### src/rtl/fcp_pkg.sv
`default_nettype none
package fcp_pkg;
   localparam int unsigned ADDR_W = 5;
   // Register offsets (byte-wide registers on a plain port)
   localparam logic [4:0] OFS_CLK_SEL  = 5'h00;
   localparam logic [4:0] OFS_POL_CLK  = 5'h01;
   localparam logic [4:0] OFS_SCALE    = 5'h02;
   localparam logic [4:0] OFS_ENABLE   = 5'h03;
   localparam logic [4:0] OFS_CNT_BASE = 5'h04;
   localparam logic [4:0] OFS_PER_BASE = 5'h08;
   localparam logic [4:0] OFS_DTY_BASE = 5'h0c;
   // Field positions in clock_select_ctrl
   localparam int unsigned JOIN2_BIT  = 7;
   localparam int unsigned JOIN1_BIT  = 6;
   localparam int unsigned PRE_A_LSB  = 4;
   localparam int unsigned PRE_B_LSB  = 0;
   // Field positions in polarity_clock_ctrl
   localparam int unsigned PICK_LSB   = 4;
   localparam int unsigned POL_LSB    = 0;
   // Field positions in channel_enable_ctrl
   localparam int unsigned STEST_BIT  = 7;
   localparam int unsigned NOCLR_BIT  = 5;
   localparam int unsigned EN_LSB     = 0;
   // Reset values and write masks
   localparam logic [7:0] RST_CTRL    = 8'h00;
   localparam logic [7:0] RST_PER     = 8'hff;
   localparam logic [7:0] RST_DTY     = 8'hff;
   localparam logic [7:0] EN_WR_MASK  = 8'h0f;
   localparam logic [7:0] TEST_MASK   = 8'ha0;
endpackage
`default_nettype wire

### src/rtl/fcp_pwm_timer.sv
// Overview of operation
// - Four 8-bit channels drive outputs 3..0
// - Channel runs and drives only when enabled; a joined high channel runs on the low channel's enable
// - Period match restarts: polarity level, counter zero
// - Duty match inverts output rest of period
// - Polarity zero starts low, one starts high
// - Buffered period/duty load at counter clear
// - Counter write clears it; always readable
// - Clock A divides by 1,2,4,8
// - Clock B divides by two to field
// - Clock S is A over divisor, halved
// - Clock pick selects A/B or S
// - Join bits pair channels into 16 bits
// - Joined pair uses low channel clock, pin
// - High byte read latches low byte
// - Low byte write clears; high write ignored
// - Test bits default zero, special mode only
//
// Chosen here: the register addresses and the plain strobed port.
`default_nettype none
module fcp_pwm_timer
(
   input  wire logic       clk_i,
   input  wire logic       srst_i,
   input  wire logic       ce_i,
   input  wire logic       test_mode_i,
   input  wire logic [4:0] addr_i,
   input  wire logic [7:0] wdata_i,
   input  wire logic       wr_i,
   input  wire logic       rd_i,
   output logic      [7:0] rdata_o,
   output logic      [3:0] pwm_o,
   output logic      [3:0] pwm_drive_o
);

   ////////////////////////////////////////////////////////////////////////////
   // Registers
   logic [7:0] clk_sel_r, pol_clk_r, scale_r, enable_r;
   logic [7:0] cnt_r [4], per_r [4], dty_r [4], per_act_r [4], dty_act_r [4];
   logic [3:0] lvl_r;
   logic [7:0] rdata_r, snap_r [2];
   logic [1:0] snap_vld_r;
   logic [6:0] pre_r;
   logic [7:0] sdiv_r;
   logic       s_half_r, s_tick_r;

   // Address decode
   wire        in_cnt   = addr_i[4:2] == fcp_pkg::OFS_CNT_BASE[4:2];
   wire        in_per   = addr_i[4:2] == fcp_pkg::OFS_PER_BASE[4:2];
   wire        in_dty   = addr_i[4:2] == fcp_pkg::OFS_DTY_BASE[4:2];
   wire [1:0]  sel_ch   = addr_i[1:0];
   wire [1:0]  join_w   = {clk_sel_r[fcp_pkg::JOIN2_BIT], clk_sel_r[fcp_pkg::JOIN1_BIT]};
   wire [1:0]  pre_a    = clk_sel_r[fcp_pkg::PRE_A_LSB +: 2];
   wire [2:0]  pre_b    = clk_sel_r[fcp_pkg::PRE_B_LSB +: 3];
   wire [3:0]  pick     = pol_clk_r[fcp_pkg::PICK_LSB +: 4];
   wire [3:0]  pol      = pol_clk_r[fcp_pkg::POL_LSB +: 4];
   wire [3:0]  en       = enable_r[fcp_pkg::EN_LSB +: 4];
   wire        no_clr   = enable_r[fcp_pkg::NOCLR_BIT];
   wire        s_test   = enable_r[fcp_pkg::STEST_BIT];

   // Tick of a divide-by-2^n prescaler: all low n bits of the count set
   function automatic logic pre_tick(input logic [6:0] c, input logic [2:0] n);
      logic [6:0] m;
      m = 7'((8'h01 << n) - 8'h01);
      return (c & m) == m;
   endfunction

   ////////////////////////////////////////////////////////////////////////////
   // Clock generation: ticks are one-cycle enables off clk_i
   wire        tick_a = pre_tick(pre_r, {1'b0, pre_a});
   wire        tick_b = pre_tick(pre_r, pre_b);
   wire [7:0]  sdiv_last = scale_r - 8'h01;                             // 0 gives 256
   wire        s_wrap = tick_a && (sdiv_r == sdiv_last);
   wire        tick_s = s_wrap && s_half_r;                             // Final halving

   // Prescaler and scaled divider
   always_ff @(posedge clk_i)
   begin
      if (srst_i)
      begin
         pre_r    <= 7'h00;
         sdiv_r   <= 8'h00;
         s_half_r <= 1'b0;
         s_tick_r <= 1'b0;
      end
      else if (ce_i)
      begin
         pre_r    <= pre_r + 7'h01;
         s_tick_r <= tick_s;
         if (wr_i && addr_i == fcp_pkg::OFS_SCALE)
            sdiv_r <= 8'h00;                                            // Restart on new divisor
         else if (s_wrap)
         begin
            sdiv_r   <= 8'h00;
            s_half_r <= ~s_half_r;
         end
         else if (tick_a)
            sdiv_r <= sdiv_r + 8'h01;
      end
   end

   ////////////////////////////////////////////////////////////////////////////
   // Per-channel ticks; joined pairs use the low channel's pick
   wire [3:0] raw_tick;
   assign raw_tick[0] = pick[0] ? tick_s : tick_a;
   assign raw_tick[1] = pick[1] ? tick_s : tick_a;
   assign raw_tick[2] = pick[2] ? tick_s : tick_b;
   assign raw_tick[3] = pick[3] ? tick_s : tick_b;

   // 16-bit views of each pair: high byte is the odd-numbered (first) channel
   wire [15:0] cnt16 [2], per16 [2], dty16 [2];
   wire [1:0]  per_m16, dty_m16, tick16, run16;
   genvar p;
   generate
      for (p = 0; p < 2; p++)
      begin : g_pair
         assign cnt16[p]  = {cnt_r[2*p], cnt_r[2*p+1]};
         assign per16[p]  = {per_act_r[2*p], per_act_r[2*p+1]};
         assign dty16[p]  = {dty_act_r[2*p], dty_act_r[2*p+1]};
         assign per_m16[p] = cnt16[p] == per16[p];
         assign dty_m16[p] = cnt16[p] == dty16[p];
         assign tick16[p] = raw_tick[2*p+1];
         assign run16[p]  = en[2*p+1];
      end
   endgenerate

   // Counter-clear requests from software
   wire [3:0] cnt_wr;
   genvar c;
   generate
      for (c = 0; c < 4; c++)
      begin : g_wr
         wire joined = join_w[c/2];
         wire hit    = wr_i && in_cnt && sel_ch == 2'(c);
         wire partner_hit = wr_i && in_cnt && sel_ch == 2'(c | 1);
         // Joined: low-byte write clears both, high-byte write ignored
         assign cnt_wr[c] = joined ? partner_hit : hit;
      end
   endgenerate

   ////////////////////////////////////////////////////////////////////////////
   // Channel engines
   generate
      for (c = 0; c < 4; c++)
      begin : g_ch
         wire joined = join_w[c/2];
         wire run    = joined ? run16[c/2] : en[c];
         wire tk     = (joined ? tick16[c/2] : raw_tick[c]) && run;
         wire pm     = joined ? per_m16[c/2] : cnt_r[c] == per_act_r[c];
         wire dm     = joined ? dty_m16[c/2] : cnt_r[c] == dty_act_r[c];
         wire wrap   = tk && pm;
         wire [7:0] inc = joined ? (c % 2 == 1 ? cnt_r[c] + 8'h01 :
                          cnt_r[c] + {7'h00, &cnt_r[c | 1]}) : cnt_r[c] + 8'h01;
         wire pol_c  = joined ? pol[c | 1] : pol[c];
         always_ff @(posedge clk_i)
         begin
            if (srst_i)
            begin
               cnt_r[c]     <= 8'h00;
               per_act_r[c] <= fcp_pkg::RST_PER;
               dty_act_r[c] <= fcp_pkg::RST_DTY;
               lvl_r[c]     <= 1'b0;
            end
            else if (ce_i)
            begin
               if (cnt_wr[c] || (wrap && !no_clr))
               begin
                  cnt_r[c]     <= 8'h00;
                  per_act_r[c] <= per_r[c];
                  dty_act_r[c] <= dty_r[c];
               end
               else if (tk)
                  cnt_r[c] <= inc;
               if (wrap || cnt_wr[c])
                  lvl_r[c] <= pol_c;
               else if (tk && dm)
                  lvl_r[c] <= ~pol_c;
            end                                                          // Disabled holds
         end
      end
   endgenerate

   // Pins: joined high-order pin is released for general use
   assign pwm_o = lvl_r;
   assign pwm_drive_o = en & ~{1'b0, join_w[1], 1'b0, join_w[0]};

   ////////////////////////////////////////////////////////////////////////////
   // Register writes
   always_ff @(posedge clk_i)
   begin
      if (srst_i)
      begin
         clk_sel_r <= fcp_pkg::RST_CTRL;
         pol_clk_r <= fcp_pkg::RST_CTRL;
         scale_r   <= fcp_pkg::RST_CTRL;
         enable_r  <= fcp_pkg::RST_CTRL;
         for (int i = 0; i < 4; i++)
         begin
            per_r[i] <= fcp_pkg::RST_PER;
            dty_r[i] <= fcp_pkg::RST_DTY;
         end
      end
      else if (ce_i && wr_i)
      begin
         if (addr_i == fcp_pkg::OFS_CLK_SEL)
            clk_sel_r <= wdata_i;
         if (addr_i == fcp_pkg::OFS_POL_CLK)
            pol_clk_r <= wdata_i;
         if (addr_i == fcp_pkg::OFS_SCALE)
            scale_r <= wdata_i;
         if (addr_i == fcp_pkg::OFS_ENABLE)                             // Test bits gated
            enable_r <= (wdata_i & fcp_pkg::EN_WR_MASK) |
                        (test_mode_i ? (wdata_i & fcp_pkg::TEST_MASK) :
                                       (enable_r & fcp_pkg::TEST_MASK));
         if (in_per)
            per_r[sel_ch] <= wdata_i;
         if (in_dty)
            dty_r[sel_ch] <= wdata_i;
      end
   end

   ////////////////////////////////////////////////////////////////////////////
   // Read path with high-byte snapshot of the low byte
   wire [1:0] hi_rd;
   assign hi_rd[0] = rd_i && in_cnt && sel_ch == 2'd0 && join_w[0];
   assign hi_rd[1] = rd_i && in_cnt && sel_ch == 2'd2 && join_w[1];
   wire       lo_pair = sel_ch[1];
   wire       use_snap = in_cnt && sel_ch[0] && snap_vld_r[lo_pair];
   wire [7:0] scale_rd = s_test ? {7'h00, s_tick_r} : scale_r;
   wire [7:0] rd_mux =
      (addr_i == fcp_pkg::OFS_CLK_SEL) ? clk_sel_r :
      (addr_i == fcp_pkg::OFS_POL_CLK) ? pol_clk_r :
      (addr_i == fcp_pkg::OFS_SCALE)   ? scale_rd  :
      (addr_i == fcp_pkg::OFS_ENABLE)  ? enable_r  :
      use_snap ? snap_r[lo_pair] :
      in_cnt ? cnt_r[sel_ch] :
      in_per ? per_r[sel_ch] :
      in_dty ? dty_r[sel_ch] : 8'h00;                                   // Unmapped reads zero

   always_ff @(posedge clk_i)
   begin
      if (srst_i)
      begin
         rdata_r    <= 8'h00;
         snap_vld_r <= 2'b00;
         snap_r[0]  <= 8'h00;
         snap_r[1]  <= 8'h00;
      end
      else if (ce_i)
      begin
         rdata_r    <= rd_i ? rd_mux : 8'h00;
         snap_vld_r <= hi_rd;                                           // One cycle only
         if (hi_rd[0])
            snap_r[0] <= cnt_r[1];
         if (hi_rd[1])
            snap_r[1] <= cnt_r[3];
      end
   end
   assign rdata_o = rdata_r;
endmodule
`default_nettype wire

### config.mk
export PLATFORM = sky130hd
export DESIGN_NAME = fcp_pwm_timer
export DESIGN_NICKNAME = d
export VERILOG_FILES = /design/src/rtl/fcp_pkg.sv /design/src/rtl/fcp_pwm_timer.sv
export SDC_FILE = /design/constraint.sdc
export NUM_CORES = 1
export LEC_CHECK = 0
export BUFFER_PORTS_ARGS = -buffer_cell sky130_fd_sc_hd__buf_2
export CAP_MARGIN = 10
export CORE_MARGIN = 8
export CORE_UTILIZATION = 60
export DETAILED_ROUTE_END_ITERATION = 10
export HOLD_SLACK_MARGIN = 0.03
export PLACE_DENSITY = 0.77
export SLEW_MARGIN = 20
export SYNTH_ARGS = -nofsm -noshare
export SYNTH_HDL_FRONTEND = slang
export SYNTH_SLANG_ARGS = --single-unit
### constraint.sdc
create_clock -name clk_i -period 5.6 [get_ports clk_i]
set_clock_uncertainty 0.1 [all_clocks]
set_input_delay 1.12 -clock clk_i [delete_from_list [all_inputs] [get_ports clk_i]]
set_output_delay 1.12 -clock clk_i [all_outputs]
set_load 0.01 [all_outputs]
Yosys cells after proc, flatten, opt, wreduce, memory -nomap -nowiden
Memories as Yosys holds them, arrays and structs flattened.
Cells that the tools add are included.

storage, ports and cells
  input bits = 19
  memories kept = 6
  output and inout port bits = 16
  word-level logic and storage cells = 273
  memory bits (writable) = 176
  register bits after elaboration = 63

operators by class
  bitwise operators = 29
  reductions and logical operators = 62
  equal/unequal tests = 24
  order comparisons = 1
  mux-type cells = 124
  shift-type cells = 2
  $add $sub $neg = 11

memory list
  name       words  bits a word  rd ports  clocked after Yosys merged registers in  write ports  line                 text
  cnt_r      4      8            5         0                                        4            fcp_pwm_timer.sv:39  logic [7:0] cnt_r [4], per_r [4], dty_r [4], per_act_r [4], dty_act_r [4];
  dty_act_r  4      8            4         0                                        4            fcp_pwm_timer.sv:39
  dty_r      4      8            5         0                                        4            fcp_pwm_timer.sv:39
  per_act_r  4      8            4         0                                        4            fcp_pwm_timer.sv:39
  per_r      4      8            5         0                                        4            fcp_pwm_timer.sv:39
  snap_r     2      8            1         0                                        2            fcp_pwm_timer.sv:41  logic [7:0] rdata_r, snap_r [2];

operator list
  kind                                              number
  two-way mux 8 bit                                 36
  two-way mux 1 bit                                 86
  == test 8 bit                                     9
  == test 16 bit                                    4
  adder 8 x 1 -> 8 bit, second input constant       5
  logical AND 1 bit                                 32
  OR 1 bit                                          18
  AND reduction 2 bit                               9
  adder 8 x 1 -> 8 bit                              2
  AND reduction 8 bit                               2
  OR reduction 8 bit                                2
  bitwise AND 7 bit                                 2
  == test 7 bit                                     2
  subtractor 7 x 1 -> 7 bit, second input constant  2
  == test 5 x 2 -> 1 bit, second input constant     2
  logical OR 1 bit                                  8
  OR 4 x 8 -> 8 bit                                 1
  nonzero test 2 bit                                4
  subtractor 8 x 1 -> 8 bit, second input constant  1
  adder 7 x 1 -> 7 bit, second input constant       1
  left shift 1 x 2 -> 7 bit, first input constant   1
  left shift 1 x 3 -> 7 bit, first input constant   1
  == test 3 x 2 -> 1 bit, second input constant     2
  inverter 1 bit                                    6
  other kinds (13)                                  15

Longest topological paths before layout
Gate-level depths: netlist of run 1.

  depth in word-level cells = 18
  mapped depth = 11
  gate-level depth less buffers = 10

Worst setup path before layout of run 1
Ideal clock, no wire load.

  path type = flip-flop to flip-flop
  start point = register scale_r[0]
  end point = memory cnt_r[2][0], enable pin
  path slack = 1.426 ns
  library setup time = 0.335 ns
  arrival time = 3.740 ns
  data required time = 5.165 ns
  buffers on the path = 0
  cell stages (with the launch flop) = 11
  clock period less this slack = 4.174 ns
  cell sequence = dfxtp_1 inv_1 ha_1 nor2b_1 and3_1 or4b_4 nor4_4 a2bb2oi_1 o31a_1 o21bai_1 nand2b_1

RTL lines
  element                   line                  text
  start: declaration        fcp_pwm_timer.sv:38   logic [7:0] clk_sel_r, pol_clk_r, scale_r, enable_r;
  start signal: assignment  fcp_pwm_timer.sv:195  scale_r <= fcp_pkg::RST_CTRL;
  start signal: assignment  fcp_pwm_timer.sv:210  scale_r <= wdata_i;
  end: declaration          fcp_pwm_timer.sv:39

==> impl_metrics.json, run 1 <==
{
  "status": "finished clean",
  "worstSetupEndpointType": "register",
  "die_x_um": 158.8,
  "grt_pass1_wl_mm": 49.11,
  "numCtsBuffers": 25,
  "syn_avg_cell_area_um2": 10.71,
  "hold_class": "register to register",
  "dp_cells": 1381,
  "hp-start": "rdata_o[4]$_SDFFE_PP0P_",
  "ys_ff_latch": 237,
  "reg2reg_slack_ns": 1.35,
  "grtUsageTotal_pct": 25.03,
  "fillers": 1515,
  "viasPerCell": 6.318,
  "fin_tns_setup_ns": 0,
  "area_delta_synth_final_pct": 8.940,
  "critPathMaxFanout": 17,
  "gp_congestion": 0.9539,
  "core_area_um2": 20100,
  "drv_slew": 0,
  "cp.arrival_ns": 4.32,
  "antenna_found_initial": 0,
  "regArea_um2": 6506,
  "clock_sinks": 237,
  "vias": 9009,
  "layoutNonFillerInstCount": 1426,
  "timing.rr.end": "cnt_r[2][1]$_SDFFCE_PN0P_",
  "synth_nets": 1170,
  "hold_viol_final": 0,
  "final_nets": 1166,
  "yosysSeqAreaShare_pct": 53.19,
  "dr.pass1.iters": 6,
  "ys_types": 65,
  "synth_edf_count": 176,
  "cts-root-buf": "clkbuf_16",
  "drive_gt1_share_pct": 11.85,
  "postCtsSetupBuffers": 0,
  "ant_nets": 0,
  "clk_latency_ns": 0.52,
  "clockBufferDepth": 3,
  "rows": 52,
  "die_height_um": 158.8,
  "hold_ws_ns": 0.3581,
  "leakage_nw": 4.369,
  "netlist_area_um2": 12230,
  "ir_drop_uv": 265.5,
  "slew_headroom_pct": 27.01,
  "cts_resized": 0,
  "multi_input_area_um2": 5260,
  "syn_inst": 1142,
  "worstPathRequired_ns": 5.67,
  "hold_depth": 2,
  "min_period_ns": 4.252,
  "cts_tree": "yes",
  "pin_count": 35,
  "wl_mm": 32.66,
  "async_flop_share_pct": 0,
  "num_antenna_cells": 0,
  "grt_pass1_vias": 8330,
  "period_share_pct": 75.92,
  "most-common-layout-cells": "edfxtp_1 (176), nand2_1 (115), nor2_1 (99)",
  "path_class": "register to register",
  "grt_overflow": 0,
  "initial_core_util_pct": 60.84,
  "io_buffers": 34,
  "min_to": "rdata_o[4]$_SDFFE_PP0P_",
  "die_area_um2": 25210,
  "powerDensity_nw_per_um2": 290.2,
  "fmax_ghz": 0.2352,
  "layout.cells.most_common": "edfxtp_1",
  "rsz0062_at_grt": "false",
  "post_drt_wl_per_cell_um": 22.90,
  "r2r_cells": 11,
  "setup_violations": 0,
  "cts_hold_buf": 0,
  "dp_hpwl_mm": 23.68,
  "path_clk_slew_ns": 0.06,
  "maxCapViolCount": 0,
  "startpoint_type": "register",
  "drt_iter0_markers": 1041,
  "synthFlopType": "edfxtp_1",
  "htreeDepth": 1,
  "drc_errors": 0,
  "ys_warn_count": 0,
  "grt_max_degree": 67,
  "tightestPinTransition_ns": 1.086,
  "finalPower_mw": 3.867,
  "r2r_start": "scale_r[0]$_SDFFE_PP0P_"
}
-- stage by stage --
step / util [%] / cell area (µm²) / setup WS [ns]
final: 66.28 / 13330 / 1.348
after global routing: 66.28 / 13330 / 1.123
after CTS: 66.28 / 13330 / 1.358
after detailed placement: 62.34 / 12530 / 1.404
after global placement: 62.34 / 12530 / 1.528
after floorplan: - / 12230 / 1.426
-- where the power goes --
group / internal, mW / switching (mW)
Clock: 0.957 / 0.663
Sequential: 1.94 / 0.0653
Combinational: 0.0902 / 0.155
Total: 2.98 / 0.884
-- cell type report --
class / count / share of cell area [%]
clock inverters: 14 / 1.080
repair buffers: 49 / 2.122
multi-input cells: 786 / 39.47
clock buffers: 31 / 4.864
well taps: 270 / 2.535
flip-flops and latches: 237 / 48.83
inverters: 39 / 1.099
-- worst max-delay path: stages, from the launching register on --
cell	delay (ns)
dfxtp_1	0.42
inv_1	0.09
ha_1	0.27
nor2b_1	0.17
and3_1	0.19
or4b_4	0.52
nor4_4	0.61
a2bb2oi_1	0.21
o31a_1	0.51
o21bai_1	0.21
buf_4	0.26
nand2b_1	0.35
-- registers in the layout (all words and copies together) (netlist names), 2 cells and up --
| signal | count |
|---|---|
| snap_vld_r | 2 |
| snap_r | 16 |
| pol_clk_r | 8 |
| enable_r | 6 |
| pwm_o | 4 |
| pre_r | 7 |
| rdata_o | 8 |
| per_r | 32 |
| dty_act_r | 32 |
| per_act_r | 32 |
| cnt_r | 32 |
| dty_r | 32 |
| clk_sel_r | 8 |
| scale_r | 8 |
| sdiv_r | 8 |
-- cell usage after synthesis, types with 5 or more instances --
library cell / instances / area share (%)
xor2_1: 86 / 6.2
nand3_1: 38 / 1.6
or3_1: 53 / 2.7
and2_1: 19 / 0.97
o31ai_1: 5 / 0.31
ha_1: 9 / 0.92
o21ai_0: 29 / 1.2
buf_1: 9 / 0.28
or2_2: 11 / 0.56
nand2_1: 115 / 3.5
nor4_1: 15 / 0.77
mux2i_1: 25 / 2.0
nand2b_1: 12 / 0.61
and3_1: 10 / 0.51
a2111oi_0: 8 / 0.57
nor3b_1: 8 / 0.49
a21oi_1: 57 / 2.3
edfxtp_1: 176 / 43
nor3_1: 12 / 0.49
nand4_1: 14 / 0.72
mux4_2: 23 / 4.2
inv_1: 39 / 1.2
clkbuf_1: 65 / 2.0
dfxtp_1: 61 / 10
nor2_1: 99 / 3.0
or2_1: 10 / 0.51
o21bai_1: 6 / 0.37
a22oi_1: 5 / 0.31
xnor2_1: 24 / 1.7
mux2_2: 9 / 0.83
o22ai_1: 7 / 0.36
nor2b_1: 15 / 0.77
a21o_1: 10 / 0.61
-- metal layers --
metal / track usage (%) / vias up / share of wire [%]
met4: 9.481 / 0 / 3.8
met2: 39.16 / 570 / 45
met1: 33.73 / 4250 / 39
li1: - / 4092 / -
met3: 5.352 / 97 / 12
met5: 0 / - / 0
-- cell families after synthesis --
kind of cell	after synthesis	synth area share, %
AOI/OAI and AO/OA	166	8.756
xor gates and xnor gates	110	7.876
adders and majority gates	9	0.9206
buffers and inverters	119	3.805
DFF	237	53.19
muxes	57	7.109
and+or+nand+nor	444	18.34
-- worst max-delay path by stage --
stage | start | to | cells after the start
2_1_floorplan | scale_r[0]$_SDFFE_PP0P_ | cnt_r[2][0]$_SDFFCE_PN0P_ | 10
3_3_place_gp | scale_r[0]$_SDFFE_PP0P_ | cnt_r[2][0]$_SDFFCE_PN0P_ | 11
3_5_place_dp | scale_r[0]$_SDFFE_PP0P_ | cnt_r[2][0]$_SDFFCE_PN0P_ | 11
4_1_cts | scale_r[0]$_SDFFE_PP0P_ | cnt_r[2][0]$_SDFFCE_PN0P_ | 11
5_1_grt | scale_r[0]$_SDFFE_PP0P_ | cnt_r[2][0]$_SDFFCE_PN0P_ | 11
6_report | scale_r[0]$_SDFFE_PP0P_ | cnt_r[2][1]$_SDFFCE_PN0P_ | 11
No activity file was read; power rests on OpenSTA's default activity.
==> run 2: changes to the inputs <==
clock period = 4.1 ns   (was 5.6 ns; I/O delays follow)
==> run 2 against run 1 <==
Largest power group unchanged. Sequential power increased by 36%. Clock-buffer cell count increased by 5. Worst hold slack about the same. Register-to-register slack got worse by 1.0 ns. Largest cell class unchanged. Worst setup slack got worse by 1.0 ns. Die area unchanged. Via count increased by 1.7%. Design area increased by 1.5%. Combinational power increased by 47%. Critical path type unchanged. Power increased by 37%.
==> impl_metrics.json, run 2 (synthesis gave the netlist of run 1 again) <==
{
  "crit_path_cell_trace": "inv_1 > ha_1 > nor2b_1 > and3_1 > or4b_4 > nor4_4 > a21boi_1 > o31ai_1 > nand2_1 > or2_2",
  "path_class": "register to register",
  "final_util_pct": 67.31,
  "final_nets": 1188,
  "hold_depth": 2,
  "io_buffers": 34,
  "critical-path-top-delay-family": "simple AND/OR/NAND/NOR gates",
  "drv_slew": 0,
  "core_area_um2": 20100,
  "worstSetupEndpointType": "register",
  "drc_errors": 0,
  "numCtsBuffers": 26,
  "drive_gt1_share_pct": 13.40,
  "cp_num_cells": 10,
  "area_delta_synth_final_pct": 10.63,
  "dp_cells": 1402,
  "r2r_cells": 10,
  "clock_sinks": 237,
  "slowest_delay_ns": 0.52,
  "min_period_ns": 3.790,
  "grt_overflow": 0,
  "layoutNonFillerInstCount": 1449,
  "dp_hpwl_mm": 23.87,
  "setup_violations": 0,
  "cts_hold_buf": 0,
  "wl_mm": 33.27,
  "postCtsSetupBuffers": 0,
  "powerDensity_nw_per_um2": 391.8,
  "period_share_pct": 92.45,
  "leakage_nw": 4.490,
  "most-common-layout-cells": "edfxtp_1 (176), nand2_1 (115), nor2_1 (99)",
  "critPathMaxFanout": 16,
  "grt_pass1_vias": 8687,
  "fin_tns_setup_ns": 0,
  "cts_resized": 0,
  "finalPower_mw": 5.302,
  "startpoint_type": "register",
  "vias": 9166,
  "rows": 52,
  "cts_tree": "yes",
  "initial_core_util_pct": 60.84,
  "worstPathRequired_ns": 4.27,
  "ant_nets": 0,
  "num_antenna_cells": 0,
  "cp_slowest_cell": "or4b_4",
  "post_drt_wl_per_cell_um": 22.96,
  "antenna_found_initial": 0,
  "htreeDepth": 1,
  "layout.cells.most_common": "edfxtp_1",
  "clockBufferDepth": 3,
  "pin_count": 35,
  "cts-root-buf": "clkbuf_16",
  "slew_headroom_pct": 36.58,
  "tightestPinTransition_ns": 0.9514,
  "die_x_um": 158.8,
  "status": "finished clean",
  "maxCapViolCount": 0,
  "rsz0062_at_grt": "false",
  "grtUsageTotal_pct": 25.97,
  "hold_viol_final": 0,
  "grt_pass1_wl_mm": 51.18,
  "viasPerCell": 6.326,
  "grt_max_degree": 64,
  "path_clk_slew_ns": 0.06,
  "cp.arrival_ns": 3.96,
  "dr.pass1.iters": 6,
  "hold_class": "register to register",
  "clk_latency_ns": 0.53,
  "die_area_um2": 25210,
  "path_buf_inv": 1,
  "gp_congestion": 0.9699,
  "drt_iter0_markers": 1112,
  "die_height_um": 158.8,
  "fmax_ghz": 0.2638,
  "ir_drop_uv": 305.3
}
run 2: changes by cell type in the layout (fill, tap and decap cells not counted), moves of 2 or more:
cell,before,now
bufinv_16,3,1
clkinv_1,3,5
o21bai_1,6,4
buf_12,0,3
buf_4,15,33
clkbuf_16,25,27
clkbuf_1,6,8
o21bai_2,0,2
clkinv_2,7,4
run 2: per-stage QoR:
step / setup WS [ns] / instance area, µm² / hold WS [ns]
finish: 0.3096 / 13530 / 0.3580
global route: 0.06949 / 13530 / 0.3922
CTS: 0.3538 / 13530 / 0.3614
detailed placement: 0.3601 / 12740 / 0.3524
global placement: 0.4362 / 12740 / 0.3487
floorplan: 0.03003 / 12240 / 0.3411
run 2: area by class of cell:
| class | instances | area (µm²) |
|---|---|---|
| Fill cell | 1503 | 6573 |
| Sequential cell | 237 | 6506 |
| Multi-Input combinational cell | 786 | 5268 |
| Clock buffer | 36 | 719.4 |
| Timing Repair Buffer | 70 | 478.0 |
| Tap cell | 270 | 337.8 |
| Inverter | 39 | 146.4 |
| Clock inverter | 11 | 76.32 |
run 2: per-layer routing:
layer  vias to the layer above  wire length, µm  GRT usage, %
li1                       4139                -             -
met1                      4418            12920         35.62
met2                       530            15530         40.97
met3                        79             3564         3.930
met4                         0             1246         10.22
met5                         -                0             0
run 2: worst reg2reg max path, delay by kind of cell (launching register included):
family,cells,cell delay [ns]
and+or+nand+nor,6,2.04
DFF,1,0.44
buffers and inverters,1,0.09
adders and majority gates,1,0.26
AOI/OAI and AO/OA,2,0.61
run 2: power by group:
group	switching [mW]	total [mW]	internal (mW)
registers	0.0823	2.73	2.64
clock network	0.933	2.21	1.28
logic	0.226	0.361	0.135
run 2: worst paths after layout:
path | startpoint | endpoint | slack, ns
worst max-delay path | scale_r[0]$_SDFFE_PP0P_ | dty_act_r[3][7]$_SDFFCE_PN1P_ | 0.31
worst min-delay path | rdata_o[4]$_SDFFE_PP0P_ | rdata_o[4]$_SDFFE_PP0P_ | 0.36
worst min register to register | rdata_o[4]$_SDFFE_PP0P_ | rdata_o[4]$_SDFFE_PP0P_ | 0.36
worst max register to register | scale_r[0]$_SDFFE_PP0P_ | dty_act_r[3][7]$_SDFFCE_PN1P_ | 0.31
